--- config.mk ---
export PLATFORM = sky130hd
export DESIGN_NAME = asw_regs
export DESIGN_NICKNAME = d
export VERILOG_FILES = /design/src/asw_pkg.sv /design/src/asw_regs.sv
export SDC_FILE = /design/constraint.sdc
export NUM_CORES = 1
export LEC_CHECK = 0
export BUFFER_PORTS_ARGS = -buffer_cell sky130_fd_sc_hd__buf_2
export CAP_MARGIN = 5
export CORE_MARGIN = 2
export CORE_UTILIZATION = 56
export DETAILED_ROUTE_END_ITERATION = 8
export HOLD_SLACK_MARGIN = 0.08
export PLACE_DENSITY = 0.92
export SYNTH_ARGS = -nofsm -noshare
export SYNTH_HDL_FRONTEND = slang
export SYNTH_SLANG_ARGS = --single-unit
--- constraint.sdc ---
create_clock -name pclk -period 3.15 [get_ports pclk]
set_clock_uncertainty 0.1 [all_clocks]
set_input_delay 0.63 -clock pclk [delete_from_list [all_inputs] [get_ports pclk]]
set_output_delay 0.63 -clock pclk [all_outputs]
set_load 0.02 [all_outputs]
--- src/asw_pkg.sv ---
// Purpose: shared constants and carrier types for the scan/watchdog bank
// Assumes: 8-bit registers, one per aligned 32-bit APB word
// Notes:   byte address of a register is four times its index
`default_nettype none
package asw_pkg;
    // ------------------------------------------------------------
    // register indices (byte address = index * 4)
    // ------------------------------------------------------------
    localparam logic [5:0] IDX_LOW_LIMIT_HIGH = 6'h08;
    localparam logic [5:0] IDX_LOW_LIMIT_LOW  = 6'h09;
    localparam logic [5:0] IDX_SEQ_UPPER      = 6'h0a;
    localparam logic [5:0] IDX_SEQ_16_23      = 6'h0b;
    localparam logic [5:0] IDX_SEQ_8_15       = 6'h0c;
    localparam logic [5:0] IDX_SEQ_0_7        = 6'h0d;
    localparam logic [5:0] IDX_HYST_UPPER     = 6'h0e;
    localparam logic [5:0] IDX_HYST_16_23     = 6'h0f;
    localparam logic [5:0] IDX_HYST_8_15      = 6'h10;
    localparam logic [5:0] IDX_HYST_0_7       = 6'h11;
    localparam int         NUM_REGS           = 10;
    localparam logic [7:0] RESET_VALUE        = 8'h00;
    // ------------------------------------------------------------
    // field positions and masks
    // ------------------------------------------------------------
    localparam int         BIT_DMA_SKIP       = 7;
    localparam int         BIT_PICK_TEMP      = 5;
    localparam int         BIT_PICK_REF       = 4;
    localparam int         BIT_TEMP_REF_ON    = 5;
    localparam int         BIT_INT_REF_ON     = 4;
    localparam logic [7:0] MASK_FULL          = 8'hff;
    localparam logic [7:0] MASK_NONE          = 8'h00;
    localparam logic [7:0] MASK_HI_12BIT      = 8'h0f;
    localparam logic [7:0] MASK_HI_10BIT      = 8'h03;
    localparam logic [7:0] MASK_LO_6BIT       = 8'h3f;
    localparam logic [7:0] MASK_SEQ_UPPER     = 8'hbf;
    localparam logic [7:0] MASK_HYST_UPPER    = 8'h3f;
    localparam logic [7:0] MASK_VALUE_LINE    = 8'h20;
    localparam logic [7:0] MASK_REDUCED       = 8'h0e;
    // ------------------------------------------------------------
    // resolution codes and pseudo-channel numbers
    // ------------------------------------------------------------
    typedef enum logic [1:0] {
        ASW_RES_12 = 2'h0,
        ASW_RES_10 = 2'h1,
        ASW_RES_8  = 2'h2,
        ASW_RES_6  = 2'h3
    } asw_res_t;
    localparam logic [4:0] CHAN_INT_REF       = 5'h1c;
    localparam logic [4:0] CHAN_TEMP          = 5'h1d;
    // ------------------------------------------------------------
    // carriers
    // ------------------------------------------------------------
    typedef struct packed {
        logic        single_result_dma_skip;
        logic        sequence_pick_temp_sensor;
        logic        sequence_pick_internal_ref;
        logic [27:0] sequence_channel_pick;
    } asw_scan_cfg_t;
    typedef struct packed {
        logic        temp_sensor_reference_on;
        logic        internal_reference_on;
        logic [27:0] hysteresis_disable;
    } asw_analog_cfg_t;
endpackage
`default_nettype wire

--- src/asw_regs.sv ---
// Purpose: upper register bank of the converter, window monitor flag and
//          scan-complete detection
// Assumes: zero-wait APB slave, all inputs on pclk
// Notes:   reserved bits are never stored and read as zero
//
// What this block does
// - offset 0x08 bits 3:0 hold limit MSBs
// - offset 0x09 holds limit low byte
// - reserved bits always read as zero
// - limits right aligned for 12/10-bit resolution
// - 8/6-bit limits live in low byte
// - 0x0A bit 7 skips DMA for result
// - selection bit one puts channel in scan
// - channels 0-23 at 0x0D, 0x0C, 0x0B
// - channels 24-27, reference, sensor at 0x0A
// - reduced variant keeps only channel 24 bit
// - 0x0E bit 5 enables sensor reference
// - 0x0E bit 4 enables internal reference
// - hysteresis bit one disables Schmitt trigger
// - hysteresis channels 0-23 at 0x11, 0x10, 0x0F
// - hysteresis 24-27 at 0x0E bits 3:0
// - every register resets to zero
// - flag when result outside limit window
// - scan done only after last picked channel
// - converter on bit wakes from power-down
//
// The APB interface to the registers was decided locally.
`timescale 1ns/1ps
`default_nettype none
module asw_regs
    import asw_pkg::*;
#(
    parameter bit REDUCED_CHANNELS = 1'b0,
    parameter bit VALUE_LINE       = 1'b0
)(
    input  wire logic          pclk,
    input  wire logic          presetn,
    input  wire logic          psel,
    input  wire logic          penable,
    input  wire logic          pwrite,
    input  wire logic [7:0]    paddr,
    input  wire logic [31:0]   pwdata,
    output var  logic [31:0]   prdata,
    output var  logic          pready,
    output var  logic          pslverr,
    input  wire asw_res_t      resolution,
    input  wire logic          converter_on,
    input  wire logic          conv_done,
    input  wire logic [4:0]    conv_channel,
    input  wire logic [11:0]   conv_data,
    input  wire logic [11:0]   window_high_limit,
    input  wire logic          window_flag_clear,
    output var  logic [11:0]   window_low_limit,
    output var  asw_scan_cfg_t scan_cfg,
    output var  asw_analog_cfg_t analog_cfg,
    output var  logic          window_monitor_flag,
    output var  logic          sequence_done,
    output var  logic          converter_powered
);
    // ------------------------------------------------------------
    // address decode
    // ------------------------------------------------------------
    logic [7:0]  bank [NUM_REGS];
    logic [5:0]  word_index;
    logic [3:0]  slot;
    logic        mapped;
    logic        write_now;
    logic        setup_now;
    logic [7:0]  slot_mask;
    logic [7:0]  read_byte;
    logic [7:0]  upper_variant;

    assign word_index = paddr[7:2];
    assign slot       = 4'(word_index - IDX_LOW_LIMIT_HIGH);
    assign mapped     = (paddr[1:0] == 2'h0)
                     && (word_index >= IDX_LOW_LIMIT_HIGH)
                     && (word_index <= IDX_HYST_0_7);
    assign setup_now  = psel && !penable;
    assign write_now  = psel && penable && pwrite && mapped;

    // variant reserved bits drop out of both upper registers
    assign upper_variant = ~((VALUE_LINE ? MASK_VALUE_LINE : MASK_NONE)
                           | (REDUCED_CHANNELS ? MASK_REDUCED : MASK_NONE));

    // ------------------------------------------------------------
    // writable-bit masks per register and resolution
    // ------------------------------------------------------------
    function automatic logic [7:0] bit_mask(input logic [5:0] idx,
                                            input asw_res_t   res);
        logic [7:0] m;
        m = MASK_FULL;
        case (idx)
            IDX_LOW_LIMIT_HIGH:
                case (res)
                    ASW_RES_12: m = MASK_HI_12BIT;
                    ASW_RES_10: m = MASK_HI_10BIT;
                    default:    m = MASK_NONE;
                endcase
            IDX_LOW_LIMIT_LOW:
                m = (res == ASW_RES_6) ? MASK_LO_6BIT : MASK_FULL;
            IDX_SEQ_UPPER:  m = MASK_SEQ_UPPER & upper_variant;
            IDX_HYST_UPPER: m = MASK_HYST_UPPER & upper_variant;
            default:        m = MASK_FULL;
        endcase
        return m;
    endfunction

    assign slot_mask = bit_mask(word_index, resolution);

    // ------------------------------------------------------------
    // register bank
    // ------------------------------------------------------------
    // masking on write and again on read keeps reserved bits at zero
    // even after the resolution is changed under stored limits
    always_ff @(posedge pclk or negedge presetn)
    begin
        if (!presetn)
        begin
            for (int i = 0; i < NUM_REGS; i++)
                bank[i] <= RESET_VALUE;
        end
        else if (write_now)
        begin
            bank[slot] <= pwdata[7:0] & slot_mask;
        end
    end

    // ------------------------------------------------------------
    // APB read path
    // ------------------------------------------------------------
    // data is captured in the setup cycle so prdata comes from a flop
    // and the slave still answers without wait states
    assign read_byte = mapped ? (bank[slot] & slot_mask) : 8'h00;

    always_ff @(posedge pclk or negedge presetn)
    begin
        if (!presetn)
            prdata <= 32'h0000_0000;
        else if (setup_now)
            prdata <= {24'h00_0000, read_byte};
    end

    assign pready  = 1'b1;
    assign pslverr = psel && penable && !mapped;

    // ------------------------------------------------------------
    // configuration outputs
    // ------------------------------------------------------------
    function automatic logic [7:0] held(input logic [5:0] idx);
        return bank[4'(idx - IDX_LOW_LIMIT_HIGH)] & bit_mask(idx, resolution);
    endfunction

    logic [7:0] seq_upper;
    logic [7:0] hyst_upper;
    logic [7:0] limit_high_byte;

    // a process, not assigns: held() reads bank and resolution behind
    // its constant argument, which an assign would never wake up on
    always_comb
    begin
        seq_upper       = held(IDX_SEQ_UPPER);
        hyst_upper      = held(IDX_HYST_UPPER);
        limit_high_byte = held(IDX_LOW_LIMIT_HIGH);
        // right aligned: unused high bits are already masked to zero
        window_low_limit = {limit_high_byte[3:0],
                            held(IDX_LOW_LIMIT_LOW)};
        scan_cfg.single_result_dma_skip     = seq_upper[BIT_DMA_SKIP];
        scan_cfg.sequence_pick_temp_sensor  = seq_upper[BIT_PICK_TEMP];
        scan_cfg.sequence_pick_internal_ref = seq_upper[BIT_PICK_REF];
        scan_cfg.sequence_channel_pick = {seq_upper[3:0],
                                          held(IDX_SEQ_16_23),
                                          held(IDX_SEQ_8_15),
                                          held(IDX_SEQ_0_7)};
        analog_cfg.temp_sensor_reference_on =
            hyst_upper[BIT_TEMP_REF_ON];
        analog_cfg.internal_reference_on =
            hyst_upper[BIT_INT_REF_ON];
        analog_cfg.hysteresis_disable = {hyst_upper[3:0],
                                         held(IDX_HYST_16_23),
                                         held(IDX_HYST_8_15),
                                         held(IDX_HYST_0_7)};
    end

    // ------------------------------------------------------------
    // window monitor flag
    // ------------------------------------------------------------
    logic window_hit;
    assign window_hit = conv_done && ((conv_data > window_high_limit)
                                   || (conv_data < window_low_limit));

    // a hit in the clearing cycle wins; power-down clears outright
    always_ff @(posedge pclk or negedge presetn)
    begin
        if (!presetn)
            window_monitor_flag <= 1'b0;
        else if (!converter_on)
            window_monitor_flag <= 1'b0;
        else if (window_hit)
            window_monitor_flag <= 1'b1;
        else if (window_flag_clear)
            window_monitor_flag <= 1'b0;
    end

    // ------------------------------------------------------------
    // end of scan detection
    // ------------------------------------------------------------
    // scan runs upward; reference and sensor sit above channel 27.
    // the detector counts those two picks as channels 28 and 29, and
    // reports a finished scan only while the converter is on
    logic [29:0] all_picks;
    logic [4:0]  last_pick;
    assign all_picks = {scan_cfg.sequence_pick_temp_sensor,
                        scan_cfg.sequence_pick_internal_ref,
                        scan_cfg.sequence_channel_pick};

    always_comb
    begin
        last_pick = 5'h00;
        for (int c = 0; c < 30; c++)
            if (all_picks[c])
                last_pick = 5'(c);
    end

    always_ff @(posedge pclk or negedge presetn)
    begin
        if (!presetn)
            sequence_done <= 1'b0;
        else
            sequence_done <= converter_on && conv_done && (|all_picks)
                          && (conv_channel == last_pick);
    end

    always_ff @(posedge pclk or negedge presetn)
    begin
        if (!presetn)
            converter_powered <= 1'b0;
        else
            converter_powered <= converter_on;
    end
endmodule // asw_regs
`default_nettype wire

==> flow_summary.ini <==
[outcome]
status = finished, final reports clean

[clock_tree]
clock_latency_ps = 370
clockBufferDepth = 2
cts-resized-gates = 0
postCtsSetupRepairBufs = 0
cts_tree = built
path_clk_slew_ps = 80
root_buffer = clkbuf_8
cts_sinks = 91
hold_buffers = 0
numCtsBuffers = 9
cts-htree-levels = 3

[final_layout]
drive_gt1_share_pct = 40.00
design_area_um2 = 6454
regArea_um2 = 2277
fin_nets = 753
antenna_cells = 0
syn_to_final_growth_pct = 8.339
fill_cells = 772
multi_input_area_um2 = 2889

[timing]
worstMarginPinSlew_ps = 644.8
finalSetupViolCount = 0
fin_crit_ps = 2678
period_share_pct = 85.01
rsz0062_at_grt = false
hold_viol = 0
maxSlewHeadroom_pct = 57.01
clock.fmax_ghz = 0.3735
slew_violations = 0
setup_tns_ps = 0

[placement]
portBuffers = 139
gp_congestion = 0.9050
dpl-instance-area_um2 = 6261
hpwlAfterDp_um = 12130

[route]
wire_per_inst_um = 20.33
postRouteAntennaNets = 0
detailedRoute.firstPassIterationCount = 7
vias_per_cell = 6.056
via_count = 4790
wirelength_um = 16080
drtIter0Drc = 542
drc = 0

[synthesis]
netlist_area_um2 = 5957
synthTopCellsByCount = buf_4 (92), dfrtp_1 (91), mux2_2 (69)
synthFlopType = dfrtp_1
synthTopCellsByArea = dfrtp_1 (38%), mux2_2 (13%), buf_4 (12%), mux4_2 (6.0%), ha_1 (4.8%)
seq_area_frac_synth_pct = 38.23
synthCells = 575
synth-edff-count = 0
synth_area_leader_cell = dfrtp_1
synth.top_cell.area_share_pct = 38.23
ys_warn_count = 0
async_reset_ff_share_pct = 100.0
ys_types = 52
ys_ff_latch = 91
yosysMostFrequentCell = buf_4
syn_area_per_cell_um2 = 10.36

[die]
die_w_um = 107.1
coreArea_um2 = 10320
start_util_pct = 57.70
ios = 189
rows = 37
dieArea_um2 = 11480
dieHeight_um = 107.1

[power]
p_sw_uw = 649.2
clock_power_share_pct = 34.3
power_frac_seq_pct = 51.4
combinationalPowerShare_pct = 14.3
vdd_drop_max_v = 0.0002914
power_density_nw_per_um2 = 362.4
internal_power_mw = 1.689
leakage_nw = 3.393
p_total_mw = 2.339
switching_share_pct = 27.76

[global_routing]
grt_first_pass_wirelength_um = 24830
grt_overflow = 0
grt_max_degree = 92
grt_antenna_before_repair = 1
track_usage_pct = 28.24
grt_pass1_vias = 4641

[setup_path]
timing.rr.start = scan_cfg[22]
critPathMaxFanout = 3
arrival_ps = 1950
critical_path_required_ps = 2420
end_kind = primary output
path_class = primary input to primary output
worstRegToRegCells = 6
ff2ff_setup_slack_ps = 850
timing.rr.end = sequence_done
worst_setup_path_start_kind = primary input

[job]
cap_violations = 0

[worst_hold_path]
hold_path_class = primary input to asynchronous set/reset pin
[layout make-up]
type                            count  area share (%)
Clock buffer                       11           2.191
Timing Repair Buffer              153           12.64
Sequential cell                    91           35.28
Clock inverter                      4          0.7949
Inverter                           29           1.687
Multi-Input combinational cell    367           44.77
Tap cell                          136           2.637
[worst max-delay path, cell delays in order]
cell and delay (ps):
buf_2 130, nor3_4 190, mux2i_1 90, or4_1 510, and3_1 240, buf_2 160
[power groups by stage]
| stage | sequential [mW] | clock (mW) | combinational [mW] |
|---|---|---|---|
| floorplan | 1.22 | 0 | 0.231 |
| global placement | 1.22 | 0 | 0.312 |
| detailed placement | 1.22 | 0 | 0.327 |
| CTS | 1.20 | 0.802 | 0.329 |
| global route | 1.20 | 0.855 | 0.364 |
| finish | 1.20 | 0.803 | 0.334 |
[cells in the final DEF, fill, tap and decap left out, drive strengths merged, types with 13 or more instances in the layout]
cell type	n
a21oi	15
buf	153
conb	25
dfrtp	91
ha	23
inv	29
mux2	69
mux4	16
nand2	48
nor2	13
o21ai	34
[kinds of logic after synthesis]
logic type      count (synthesis)  synth area share, %
buf+inv                       140                14.72
fa+ha+maj                      23                4.831
mux                            88                19.60
compound gates                 87                9.200
xor+xnor                        1               0.1471
other cells                     2               0.1261
simple gates                  143                13.15
flops                          91                38.23
[state kept, by name, indices dropped and copies added (netlist names)]
register,cells
window_monitor_flag,1
bank,19
sequence_done,1
prdata,8
scan_cfg,31
converter_powered,1
analog_cfg,30
[routing by layer]
metal,GRT usage (%),share of wire [%],wire length [um],up-vias
met3,6.748,9.6,1536,47
met4,9.926,2.9,460,0
met2,47.29,49,7816,323
li1,-,-,-,2086
met5,0,0,0,-
met1,35.80,39,6265,2334
[how the worst max path moves through the flow]
stage                   end     start  slack (ps)  cells past startpoint
2_1_floorplan  scan_cfg[16]  paddr[7]         370                      6
3_3_place_gp   scan_cfg[20]  paddr[7]         210                      6
3_5_place_dp   scan_cfg[22]  paddr[5]         140                      6
4_1_cts             pslverr  paddr[3]         490                      6
5_1_grt        scan_cfg[22]  paddr[7]         420                      6
6_report            pslverr  paddr[5]         470                      6
[per-stage QoR]
stage                     hold slack [ps]  worst slack [ps]  cells  util [%]
after global routing                232.7             419.3    791     62.51
after detailed placement            371.5             140.2    776     60.65
after CTS                           217.2             490.7    791     62.51
after global placement              363.8             213.4    776     60.65
after floorplan                     234.4             367.2    598         -
final                               171.1             472.3    791     62.51
Note: power is estimated with default switching activity, not from simulation.
